## src/hdl/ucrs_consts.svh

```systemverilog
// Register offsets, field positions and reset values of the clocked serial port
`ifndef UCRS_CONSTS_SVH
`define UCRS_CONSTS_SVH

`define UCRS_ADDR_RCSTA   3'h0
`define UCRS_ADDR_RCDATA  3'h1
`define UCRS_ADDR_TXSTA   3'h2
`define UCRS_ADDR_BAUD    3'h3
`define UCRS_ADDR_DIV_HI  3'h4
`define UCRS_ADDR_DIV_LO  3'h5
`define UCRS_ADDR_TXDATA  3'h6
`define UCRS_ADDR_IRQ     3'h7

`define UCRS_BAUD_WIDE_BIT 3
`define UCRS_IRQ_RXIE_BIT  0
`define UCRS_IRQ_TXIE_BIT  1
`define UCRS_IRQ_RXF_BIT   4
`define UCRS_IRQ_TXF_BIT   5

`define UCRS_RST_BYTE     8'h00
`define UCRS_NBITS_8      4'h8
`define UCRS_NBITS_9      4'h9

`endif

```

## src/hdl/ucrs_pkg.sv

```systemverilog
// Types of the clocked serial port
package ucrs_pkg;

	typedef struct packed {
		logic serial_port_enable;
		logic nine_bit_receive_select;
		logic single_receive_enable;
		logic continuous_receive_enable;
		logic addr_detect;
		logic framing_error_flag;
		logic overrun_error_flag;
		logic received_ninth_bit;
	} ucrs_rcsta_t;

	typedef struct packed {
		logic clock_source_master_select;
		logic nine_bit_transmit_select;
		logic transmit_enable;
		logic sync_mode;
		logic send_break;
		logic high_rate;
		logic shift_register_empty_flag;
		logic transmit_ninth_bit;
	} ucrs_txsta_t;

	typedef struct packed {
		logic out;
		logic oe;
	} ucrs_pin_t;

	typedef enum logic {
		TX_IDLE  = 1'b0,
		TX_SHIFT = 1'b1
	} ucrs_tx_state_t;

endpackage

```

## src/hdl/ucrs_top.sv

```systemverilog
// Clocked serial port: master and slave shifting, registers, sleep wake
`timescale 1ns/100ps
`include "ucrs_consts.svh"
module ucrs_top #(
	parameter int DIV_W = 16
) (
	// Clock and reset
	input  wire logic          clk,
	input  wire logic          rst_n,
	// Register port
	input  wire logic [2:0]    addr,
	input  wire logic [7:0]    wdata,
	input  wire logic          wr,
	input  wire logic          rd,
	output logic      [7:0]    rdata,
	// Core power state
	input  wire logic          core_sleep,
	// Shift clock pin
	input  wire logic          shift_clock_pin_in,
	output ucrs_pkg::ucrs_pin_t shift_clock_pin,
	// Data pin
	input  wire logic          receive_data_pin_in,
	output ucrs_pkg::ucrs_pin_t receive_data_pin,
	// Requests to the core
	output logic               rx_irq,
	output logic               tx_irq,
	output logic               wake_request
);

	if (DIV_W < 9 || DIV_W > 16) begin : g_chk
		$error("DIV_W must lie between 9 and 16");
	end

	ucrs_pkg::ucrs_rcsta_t     rc, next_rc;
	ucrs_pkg::ucrs_txsta_t     ts, next_ts;
	ucrs_pkg::ucrs_tx_state_t  tx_state, next_tx_state;
	logic [7:0]                div_lo, next_div_lo;
	logic [7:0]                div_hi, next_div_hi;
	logic [7:0]                rx_data, next_rx_data;
	logic [7:0]                tx_buf, next_tx_buf;
	logic [7:0]                next_rdata;
	logic                      div16, next_div16;
	logic                      rx_ie, next_rx_ie;
	logic                      tx_ie, next_tx_ie;
	logic                      rx_flag, next_rx_flag;
	logic                      tx_full, next_tx_full;
	logic [8:0]                rsr, next_rsr;
	logic [3:0]                rx_cnt, next_rx_cnt;
	logic [8:0]                transmit_shift_register, next_tsr;
	logic [3:0]                tx_cnt, next_tx_cnt;
	logic                      tx_started, next_tx_started;
	logic [DIV_W-1:0]          bcnt, next_bcnt;
	logic [DIV_W-1:0]          divisor;
	logic                      mclk, next_mclk;
	logic [2:0]                ck_s, next_ck_s;
	logic [2:0]                dt_s, next_dt_s;
	logic                      ck_lvl, next_ck_lvl;
	logic                      dt_lvl, next_dt_lvl;
	logic                      ck_prev;

	logic port_on, master, sync_on, cont_en, single_en, tx_en, ovr;
	logic rx_on, m_on, m_tick, rise_ev, fall_ev;
	logic rx_word, unread, ok_word, load, wr_tx, rd_rx;

	assign port_on   = rc.serial_port_enable & ts.sync_mode;
	assign master    = ts.clock_source_master_select;
	assign sync_on   = ts.sync_mode;
	assign cont_en   = rc.continuous_receive_enable;
	assign single_en = rc.single_receive_enable;
	assign tx_en     = ts.transmit_enable;
	assign ovr       = rc.overrun_error_flag;
	assign wr_tx     = wr && addr == `UCRS_ADDR_TXDATA;
	assign rd_rx     = rd && addr == `UCRS_ADDR_RCDATA;

	// Single enable is ignored in slave operation; master receive is held off while a word shifts out
	assign rx_on = port_on & ~ovr & (cont_en | (master & single_en)) &
		~(master & tx_state == ucrs_pkg::TX_SHIFT);

	// Pin synchronisers; a level counts once the last two stages agree
	always_comb begin
		next_ck_s   = {ck_s[1:0], shift_clock_pin_in};
		next_dt_s   = {dt_s[1:0], receive_data_pin_in};
		next_ck_lvl = (ck_s[1] == ck_s[2]) ? ck_s[2] : ck_lvl;
		next_dt_lvl = (dt_s[1] == dt_s[2]) ? dt_s[2] : dt_lvl;
	end

	always_ff @(posedge clk or negedge rst_n) begin
		if (!rst_n) begin
			ck_s    <= 3'h0;
			dt_s    <= 3'h0;
			ck_lvl  <= 1'b0;
			dt_lvl  <= 1'b0;
			ck_prev <= 1'b0;
		end else begin
			ck_s    <= next_ck_s;
			dt_s    <= next_dt_s;
			ck_lvl  <= next_ck_lvl;
			dt_lvl  <= next_dt_lvl;
			ck_prev <= ck_lvl;
		end
	end

	// Master clock generator; it stops in sleep since it runs off the core clock
	assign divisor = div16 ? {div_hi[DIV_W-9:0], div_lo} : {{(DIV_W-8){1'b0}}, div_lo};
	assign m_on    = port_on & master & ~core_sleep &
		(tx_state == ucrs_pkg::TX_SHIFT | rx_on);
	assign m_tick  = m_on && bcnt == divisor;

	always_comb begin
		next_bcnt = bcnt;
		next_mclk = mclk;
		if (!m_on) begin
			next_bcnt = '0;
			next_mclk = 1'b0;
		end else if (m_tick) begin
			next_bcnt = '0;
			next_mclk = ~mclk;
		end else begin
			next_bcnt = bcnt + 1'b1;
		end
	end

	always_ff @(posedge clk or negedge rst_n) begin
		if (!rst_n) begin
			bcnt <= '0;
			mclk <= 1'b0;
		end else begin
			bcnt <= next_bcnt;
			mclk <= next_mclk;
		end
	end

	// Slave edges come only from the pin and do not depend on sleep
	always_comb begin
		if (master) begin
			rise_ev = m_tick & ~mclk;
			fall_ev = m_tick & mclk;
		end else begin
			rise_ev = port_on & ck_lvl & ~ck_prev;
			fall_ev = port_on & ~ck_lvl & ck_prev;
		end
	end

	// Receive shifter
	always_comb begin
		next_rsr    = rsr;
		next_rx_cnt = rx_cnt;
		rx_word     = 1'b0;
		if (!rx_on) begin
			next_rx_cnt = 4'h0;
		end else if (fall_ev) begin
			next_rsr[rx_cnt] = dt_lvl;
			if (rx_cnt == (rc.nine_bit_receive_select ? `UCRS_NBITS_9 : `UCRS_NBITS_8) - 4'h1) begin
				rx_word     = 1'b1;
				next_rx_cnt = 4'h0;
			end else begin
				next_rx_cnt = rx_cnt + 4'h1;
			end
		end
	end

	always_ff @(posedge clk or negedge rst_n) begin
		if (!rst_n) begin
			rsr    <= 9'h000;
			rx_cnt <= 4'h0;
		end else begin
			rsr    <= next_rsr;
			rx_cnt <= next_rx_cnt;
		end
	end

	// Transmit shifter; the bit stands from load, moves on each rise after the first fall
	assign load = tx_state == ucrs_pkg::TX_IDLE && tx_full && tx_en && port_on &&
		!(master && rx_on);

	always_comb begin
		next_tx_state   = tx_state;
		next_tsr        = transmit_shift_register;
		next_tx_cnt     = tx_cnt;
		next_tx_started = tx_started;
		if (load) begin
			next_tx_state   = ucrs_pkg::TX_SHIFT;
			next_tsr        = {ts.transmit_ninth_bit, tx_buf};
			next_tx_cnt     = ts.nine_bit_transmit_select ? `UCRS_NBITS_9 : `UCRS_NBITS_8;
			next_tx_started = 1'b0;
		end else if (tx_state == ucrs_pkg::TX_SHIFT) begin
			if (!tx_en || !port_on) begin
				next_tx_state = ucrs_pkg::TX_IDLE;
			end else if (fall_ev) begin
				next_tx_started = 1'b1;
				next_tx_cnt     = tx_cnt - 4'h1;
				if (tx_cnt == 4'h1) begin
					next_tx_state = ucrs_pkg::TX_IDLE;
				end
			end else if (rise_ev && tx_started) begin
				next_tsr = {1'b0, transmit_shift_register[8:1]};
			end
		end
	end

	always_ff @(posedge clk or negedge rst_n) begin
		if (!rst_n) begin
			tx_state   <= ucrs_pkg::TX_IDLE;
			transmit_shift_register        <= 9'h000;
			tx_cnt     <= 4'h0;
			tx_started <= 1'b0;
		end else begin
			tx_state   <= next_tx_state;
			transmit_shift_register        <= next_tsr;
			tx_cnt     <= next_tx_cnt;
			tx_started <= next_tx_started;
		end
	end

	// Register file; hardware events are applied after software writes so they win
	assign unread  = rx_flag & ~rd_rx;
	assign ok_word = rx_word & ~unread;

	always_comb begin
		next_rc      = rc;
		next_ts      = ts;
		next_div_lo  = div_lo;
		next_div_hi  = div_hi;
		next_div16   = div16;
		next_rx_ie   = rx_ie;
		next_tx_ie   = tx_ie;
		next_rx_data = rx_data;
		next_tx_buf  = tx_buf;
		next_rdata   = `UCRS_RST_BYTE;
		if (wr) begin
			if (addr == `UCRS_ADDR_RCSTA) begin
				next_rc.serial_port_enable        = wdata[7];
				next_rc.nine_bit_receive_select   = wdata[6];
				next_rc.single_receive_enable     = wdata[5];
				next_rc.continuous_receive_enable = wdata[4];
				if (!wdata[4]) begin
					next_rc.overrun_error_flag = 1'b0;
				end
			end else if (addr == `UCRS_ADDR_TXSTA) begin
				next_ts = ucrs_pkg::ucrs_txsta_t'(wdata & 8'hf1);
			end else if (addr == `UCRS_ADDR_BAUD) begin
				next_div16 = wdata[`UCRS_BAUD_WIDE_BIT];
			end else if (addr == `UCRS_ADDR_DIV_HI) begin
				next_div_hi = wdata;
			end else if (addr == `UCRS_ADDR_DIV_LO) begin
				next_div_lo = wdata;
			end else if (addr == `UCRS_ADDR_TXDATA) begin
				next_tx_buf = wdata;
			end else if (addr == `UCRS_ADDR_IRQ) begin
				next_rx_ie = wdata[`UCRS_IRQ_RXIE_BIT];
				next_tx_ie = wdata[`UCRS_IRQ_TXIE_BIT];
			end
		end
		if (ok_word) begin
			next_rx_data = next_rsr[7:0];
			next_rc.received_ninth_bit = rc.nine_bit_receive_select & next_rsr[8];
			if (!cont_en) begin
				next_rc.single_receive_enable = 1'b0;
			end
		end
		if (rx_word && unread) begin
			next_rc.overrun_error_flag = 1'b1;
		end
		if (rd) begin
			if (addr == `UCRS_ADDR_RCSTA) begin
				next_rdata = rc;
			end else if (addr == `UCRS_ADDR_RCDATA) begin
				next_rdata = rx_data;
			end else if (addr == `UCRS_ADDR_TXSTA) begin
				next_rdata    = ts;
				next_rdata[1] = tx_state == ucrs_pkg::TX_IDLE;
			end else if (addr == `UCRS_ADDR_BAUD) begin
				next_rdata[`UCRS_BAUD_WIDE_BIT] = div16;
			end else if (addr == `UCRS_ADDR_DIV_HI) begin
				next_rdata = div_hi;
			end else if (addr == `UCRS_ADDR_DIV_LO) begin
				next_rdata = div_lo;
			end else if (addr == `UCRS_ADDR_TXDATA) begin
				next_rdata = tx_buf;
			end else if (addr == `UCRS_ADDR_IRQ) begin
				next_rdata[`UCRS_IRQ_RXIE_BIT] = rx_ie;
				next_rdata[`UCRS_IRQ_TXIE_BIT] = tx_ie;
				next_rdata[`UCRS_IRQ_RXF_BIT]  = rx_flag;
				next_rdata[`UCRS_IRQ_TXF_BIT]  = ~tx_full;
			end
		end
	end

	// A write in the cycle of a hand-over refills the buffer, so the flag stays clear
	assign next_rx_flag = unread | ok_word;
	assign next_tx_full = (tx_full & ~load) | wr_tx;

	always_ff @(posedge clk or negedge rst_n) begin
		if (!rst_n) begin
			rc      <= ucrs_pkg::ucrs_rcsta_t'(`UCRS_RST_BYTE);
			ts      <= ucrs_pkg::ucrs_txsta_t'(`UCRS_RST_BYTE);
			div_lo  <= `UCRS_RST_BYTE;
			div_hi  <= `UCRS_RST_BYTE;
			rx_data <= `UCRS_RST_BYTE;
			tx_buf  <= `UCRS_RST_BYTE;
			rdata   <= `UCRS_RST_BYTE;
			div16   <= 1'b0;
			rx_ie   <= 1'b0;
			tx_ie   <= 1'b0;
			rx_flag <= 1'b0;
			tx_full <= 1'b0;
		end else begin
			rc      <= next_rc;
			ts      <= next_ts;
			div_lo  <= next_div_lo;
			div_hi  <= next_div_hi;
			rx_data <= next_rx_data;
			tx_buf  <= next_tx_buf;
			rdata   <= next_rdata;
			div16   <= next_div16;
			rx_ie   <= next_rx_ie;
			tx_ie   <= next_tx_ie;
			rx_flag <= next_rx_flag;
			tx_full <= next_tx_full;
		end
	end

	// Pins and requests
	assign shift_clock_pin.out  = mclk;
	assign shift_clock_pin.oe   = port_on & master;
	assign receive_data_pin.out = transmit_shift_register[0];
	assign receive_data_pin.oe  = port_on & tx_state == ucrs_pkg::TX_SHIFT;
	assign rx_irq       = rx_flag & rx_ie;
	assign tx_irq       = ~tx_full & tx_ie;
	assign wake_request = core_sleep & (rx_irq | tx_irq);
endmodule // ucrs_top

```

## config.mk

```make
export PLATFORM = sky130hd
export DESIGN_NAME = ucrs_top
export DESIGN_NICKNAME = d
export VERILOG_FILES = /design/src/hdl/ucrs_pkg.sv /design/src/hdl/ucrs_top.sv
export VERILOG_INCLUDE_DIRS = /design/src /design/src/hdl
export SDC_FILE = /design/constraint.sdc
export NUM_CORES = 1
export LEC_CHECK = 0
export ABC_AREA = 1
export BUFFER_PORTS_ARGS = -buffer_cell sky130_fd_sc_hd__buf_4
export CAP_MARGIN = 20
export CORE_ASPECT_RATIO = 2
export CORE_MARGIN = 10
export CORE_UTILIZATION = 55
export DETAILED_ROUTE_END_ITERATION = 16
export HOLD_SLACK_MARGIN = 0.1
export PLACE_DENSITY = 0.7
export SETUP_SLACK_MARGIN = 0.1
export SYNTH_ARGS = -nofsm -noshare
export SYNTH_HDL_FRONTEND = slang
export SYNTH_SLANG_ARGS = --single-unit
```

## constraint.sdc

```tcl
create_clock -name clk -period 2.1 [get_ports clk]
set_input_delay 0.42 -clock clk [delete_from_list [all_inputs] [get_ports clk]]
set_output_delay 0.42 -clock clk [all_outputs]
set_load 0.005 [all_outputs]
```

=== After elaboration in Yosys (flattened, before gate mapping) ===
Cells that the tools add are included.

* Logic and storage cells: 194
* Bits in registers: 110
* Input bits: 18

* Reduce and logical (&&, ||, !) cells: 31
* Bitwise logic cells: 45
* $lt $le $gt $ge: 2
* Equality and inequality tests: 17
* Mux-type cells: 61
* $add $sub $neg: 4

{| class="wikitable"
|+ Operators by type and width
! operator !! count
|-
| $mux W9 || 7
|-
| $mux W16 || 3
|-
| $mux W8 || 6
|-
| $mux W4 || 8
|-
| $mux W1 || 26
|-
| $and A1 B1 Y1 || 23
|-
| $not A1 Y1 || 17
|-
| $add A16 B1 Y16 const B || 1
|-
| $eq A16 B16 Y1 || 1
|-
| $mux W2 || 8
|-
| $eq A3 B3 Y1 const B || 4
|-
| $logic_and A1 B1 Y1 || 11
|-
| $reduce_bool A2 Y1 || 5
|-
| $bwmux W9 || 1
|-
| $reduce_and A3 Y1 || 3
|-
| $ne A2 B1 Y1 const B || 4
|-
| $reduce_and A4 Y1 || 2
|-
| $reduce_and A8 Y1 || 1
|-
| $sub A4 B1 Y4 const B || 2
|-
| $reduce_and A7 Y1 || 1
|-
| $eq A3 B2 Y1 const B || 2
|-
| $reduce_and A6 Y1 || 1
|-
| $lt A4 B5 Y1 const B || 1
|-
| $or A1 B1 Y1 || 5
|-
| 14 further kinds || 17
|}

=== Longest topological paths before layout ===
* Depth after elaboration: 15
* Mapped depth: 15

=== Worst setup path before layout ===
Ideal clock, no wire load.

* Path kind: register to register
* Start point: register div16
* End point: register tx_cnt[2]
* Period minus slack after synthesis: 1754 ps
* Path buffers: 3
* Setup time: 128 ps
* Data arrival time: 1626 ps
* Cell stages (with the launch flop): 14
* Data required time: 1972 ps
* Slack: 346 ps
* Cells stage by stage: dfrtp_1 > buf_6 > buf_6 > nand3_1 > nand2_1 > nor2_1 > nand2_1 > nor2_4 > nand4_2 > nand2_4 > buf_8 > nand3_2 > xor2_1 > nor2_2

* Word-level cells in the longest chain between the ends: 7

{| class="wikitable"
|+ RTL lines
! element !! line !! source
|-
| start, declared || ucrs_top.sv:42 || <nowiki>logic div16, next_div16;</nowiki>
|-
| start signal, assigned || ucrs_top.sv:315 || <nowiki>div16 <= next_div16;</nowiki>
|-
| $mux W16 || ucrs_top.sv:104 || <nowiki>assign divisor = div16 ? {div_hi[DIV_W-9:0], div_lo} : {{(DIV_W-8){1'b0}}, div_lo};</nowiki>
|-
| $eq A16 B16 Y1 || ucrs_top.sv:107 || <nowiki>assign m_tick = m_on && bcnt == divisor;</nowiki>
|-
| $logic_and A1 B1 Y1 || ucrs_top.sv:107 ||
|-
| $and A1 B1 Y1 || ucrs_top.sv:137 || <nowiki>fall_ev = m_tick & mclk;</nowiki>
|-
| $mux W1 || ucrs_top.sv:135 || <nowiki>if (master) begin</nowiki>
|-
| $reduce_bool A2 Y1 (no line) || - ||
|-
| $reduce_and A3 Y1 (no line) || - ||
|-
| end signal, assigned || ucrs_top.sv:210 || <nowiki>tx_cnt <= next_tx_cnt;</nowiki>
|-
| end, declared || ucrs_top.sv:50 || <nowiki>logic [3:0] tx_cnt, next_tx_cnt;</nowiki>
|}

No other way between the ends.
A chain may end at the register's enable or synchronous reset.

=== Final worst setup path ===
* Start point: register div16
* End point: register rsr[6]

* Word-level cells in the longest chain between the ends: 7

{| class="wikitable"
|+ RTL lines
! element !! line !! source
|-
| $mux W16 || ucrs_top.sv:104 ||
|-
| $eq A16 B16 Y1 || ucrs_top.sv:107 ||
|-
| $logic_and A1 B1 Y1 || ucrs_top.sv:107 ||
|-
| $and A1 B1 Y1 || ucrs_top.sv:137 ||
|-
| $mux W1 || ucrs_top.sv:135 ||
|-
| $mux W9 || ucrs_top.sv:151 || <nowiki>end else if (fall_ev) begin</nowiki>
|-
| $mux W9 || ucrs_top.sv:149 || <nowiki>if (!rx_on) begin</nowiki>
|-
| named net next_rsr[6] || ucrs_top.sv:47 || <nowiki>logic [8:0] rsr, next_rsr;</nowiki>
|-
| end signal, assigned || ucrs_top.sv:167 || <nowiki>rsr <= next_rsr;</nowiki>
|-
| end, declared || ucrs_top.sv:47 ||
|}

The timed path passes the listed nets, and every way through them passes these cells.

==> flow_summary.ini <==
[place]
io_buffers = 32
place_ws_ps = -69.0
gp_congestion = 0.980
dp_hpwl_mm = 11.4

[logic_synthesis]
synth_top_area_share_pct = 50.0
synth_edf_count = 0
yosys_warnings = 0
synth_nets = 716
ys_types = 43
synth_flop_cell = dfrtp_1
syn_avg_cell_area_sq_um = 7.96
synth_area_leader_cell = dfrtp_1
yosysSeqAreaShare_pct = 50.0
async_flop_share_pct = 100
synth_area_sq_um = 5500
syn_inst = 691
synth_most_common_cell = nand2_1
ys_ff_latch = 110
yosys-top-cells-count = nand2_1, dfrtp_1, inv_1
synth.area.top_cells = dfrtp_1, nand2_1, inv_1

[die]
die_y_um = 161
core.rowCount = 51
die_w_um = 90.7
pin_count = 33
core_area_sq_um = 9760
start_util_pct = 56.4
die-area_sq_um = 14600

[clock_tree]
insertion_delay_ps = 350
cts.sinks = 110
tritoncts = built
cts.clk_slew.worst_paths_ps = 80
h-tree-depth = 3
clockBufferDepth = 2
clock-root-buffer = clkbuf_16
cts_made_buffers = 9

[drt]
vias_per_cell = 5.40
via_count = 4821
routedWlPerCell_um = 17.1
dr.pass1.iters = 4
first_iter_violations = 224
drtAntennaViolNets = 0
wirelength_mm = 15.2
route.detailed.drc = 0

[setup_path]
cp-end-kind = flop
cp_common_cell = nand2_1
crit_type = reg2reg
required_ps = 2340
cp.depth = 11
cp_top_family = simple AND/OR/NAND/NOR gates
critPathMaxFanout = 9
slowest_stage = dfrtp_2
worstPathArrival_ps = 2280
path_buf_inv = 2
worstSetupStartpointType = flop
r2r_cells = 11
crit_chain = buf_2 -> nand3_2 -> nand2_1 -> nor2_1 -> nand2_1 -> nor2_4 -> nand4_4 -> nand2_8 -> clkbuf_16 -> nand4_1 -> and2_1
critPathMaxStageDelay_ps = 430

[layout]
drive_gt1_share_pct = 17.4
nets = 780
area_delta_synth_final_pct = 19.4
diodes = 0
fillCellCount = 861

[power_and_ir_drop]
power_w = 0.00523
power_density_nw_per_um2 = 795
leakage_nw = 3.19
worst_ir_drop_vdd_v = 0.000544

[sta]
slew_headroom_pct = 62.1
maxSlewViolCount = 0
max_freq_ghz = 0.489
grt_setup_unrepaired = true
worst_pin_slew_ps = 562
post-route-period-util_pct = 97.4
finalHoldViolations = 0
min_period_ps = 2050
setup_violations = 0
fin_ws_ps = 54.7
skew_ps = 7.11

[grt]
grt_overflow = 0
grt_pass1_vias = 4862
grt_max_degree = 44
antenna_found_initial = 0
grt_pass1_wl_mm = 23.7
grt_usage_pct = 20.4

[min_path]
hold_depth = 1
hp-class = in2reg

[job]
cap_viol_max_count = 0

[outcome]
status = completed
-- metal layers --
metal	up-vias	global-route usage (%)	wire length, um
met5	-	0	0
met4	0	13.8	988
met3	59	2.92	382
met2	113	38.4	8470
met1	2288	19.6	5390
li1	2361	-	-
-- through the flow --
| stage | instances | hold WS [ps] | setup TNS, ps | utilization (%) | cell area [sq um] |
|---|---|---|---|---|---|
| finish | 892 | 175 | 0 | 67.3 | 6570 |
| global placement | 858 | 335 | -110 | 61.1 | 5960 |
| floorplan | 691 | 124 | 0 | - | 5500 |
| global route | 892 | 161 | -75.6 | 67.3 | 6570 |
| CTS | 882 | 163 | 0 | 65.1 | 6360 |
| detailed placement | 858 | 341 | -666 | 61.1 | 5960 |
-- cell families (layout without fill, tap and decap cells) --
group | Yosys count | after routing | share of synthesized area (%)
DFF | 110 | 110 | 50.0
xor gates and xnor gates | 4 | 4 | 0.637
and+or+nand+nor | 331 | 334 | 26.2
buffers and inverters | 114 | 180 | 8.91
AOI/OAI and AO/OA | 123 | 123 | 12.2
adders and majority gates | 9 | 9 | 1.96
-- registers in the layout, indices dropped and copies added, names as in the netlist, 8 cells and up --
name	flops
bcnt	16
rsr	9
transmit_shift_register	9
div_hi	8
div_lo	8
rdata	8
rx_data	8
tx_buf	8
-- where the power goes --
group	internal, W	switching, W
Clock	0.000952	0.000817
Sequential	0.00236	0.000206
Combinational	0.000356	0.000533
-- final timing paths --
kind,startpoint,endpoint,slack [ps]
worst max-delay path,div16,rsr[6],50
worst min-delay path,receive_data_pin_in,dt_s[0],170
worst max register to register,div16,rsr[6],50
worst min register to register,dt_s[0],dt_s[1],360
max in group asynchronous,rst_n,master,910
min in group asynchronous,rst_n,ck_lvl,590
-- final cells by class --
type	instances	area, sq um	area share [%]
Timing Repair Buffer	66	576	8.76
Clock buffer	10	229	3.49
Sequential cell	110	2760	42.0
Inverter	98	374	5.70
Clock inverter	6	77.6	1.18
Multi-Input combinational cell	470	2390	36.3
Tap cell	132	165	2.51
-- placed cells by master, fill, tap and decap left out, types with 4 or more instances in the layout --
cell and count:
nor2_1 49, nor2_2 10, clkbuf_16 11, inv_2 8, inv_1 86, o22ai_1 7
o211ai_1 5, nand2_2 4, nand4_1 12, dfrtp_2 6, o21ai_0 65, and2_1 6
dfrtp_1 104, ha_1 7, a21oi_1 25, nand2_1 183, o21ai_1 8, nor3_1 8
nand3_2 8, nand3_1 40, buf_4 57
-- repair_timing --
| action | CTS | global route |
|---|---|---|
| endpoints found under the hold margin | 29 | 0 |
| pin swaps | 3 | 15 |
| setup endpoints to repair | 40 | 44 |
| hold buffers | 1 | 0 |
| gates resized for setup | 8 | 30 |
| gates cloned | 1 | 5 |
| setup buffers | 6 | 5 |
(Power assumes the default switching activity.)
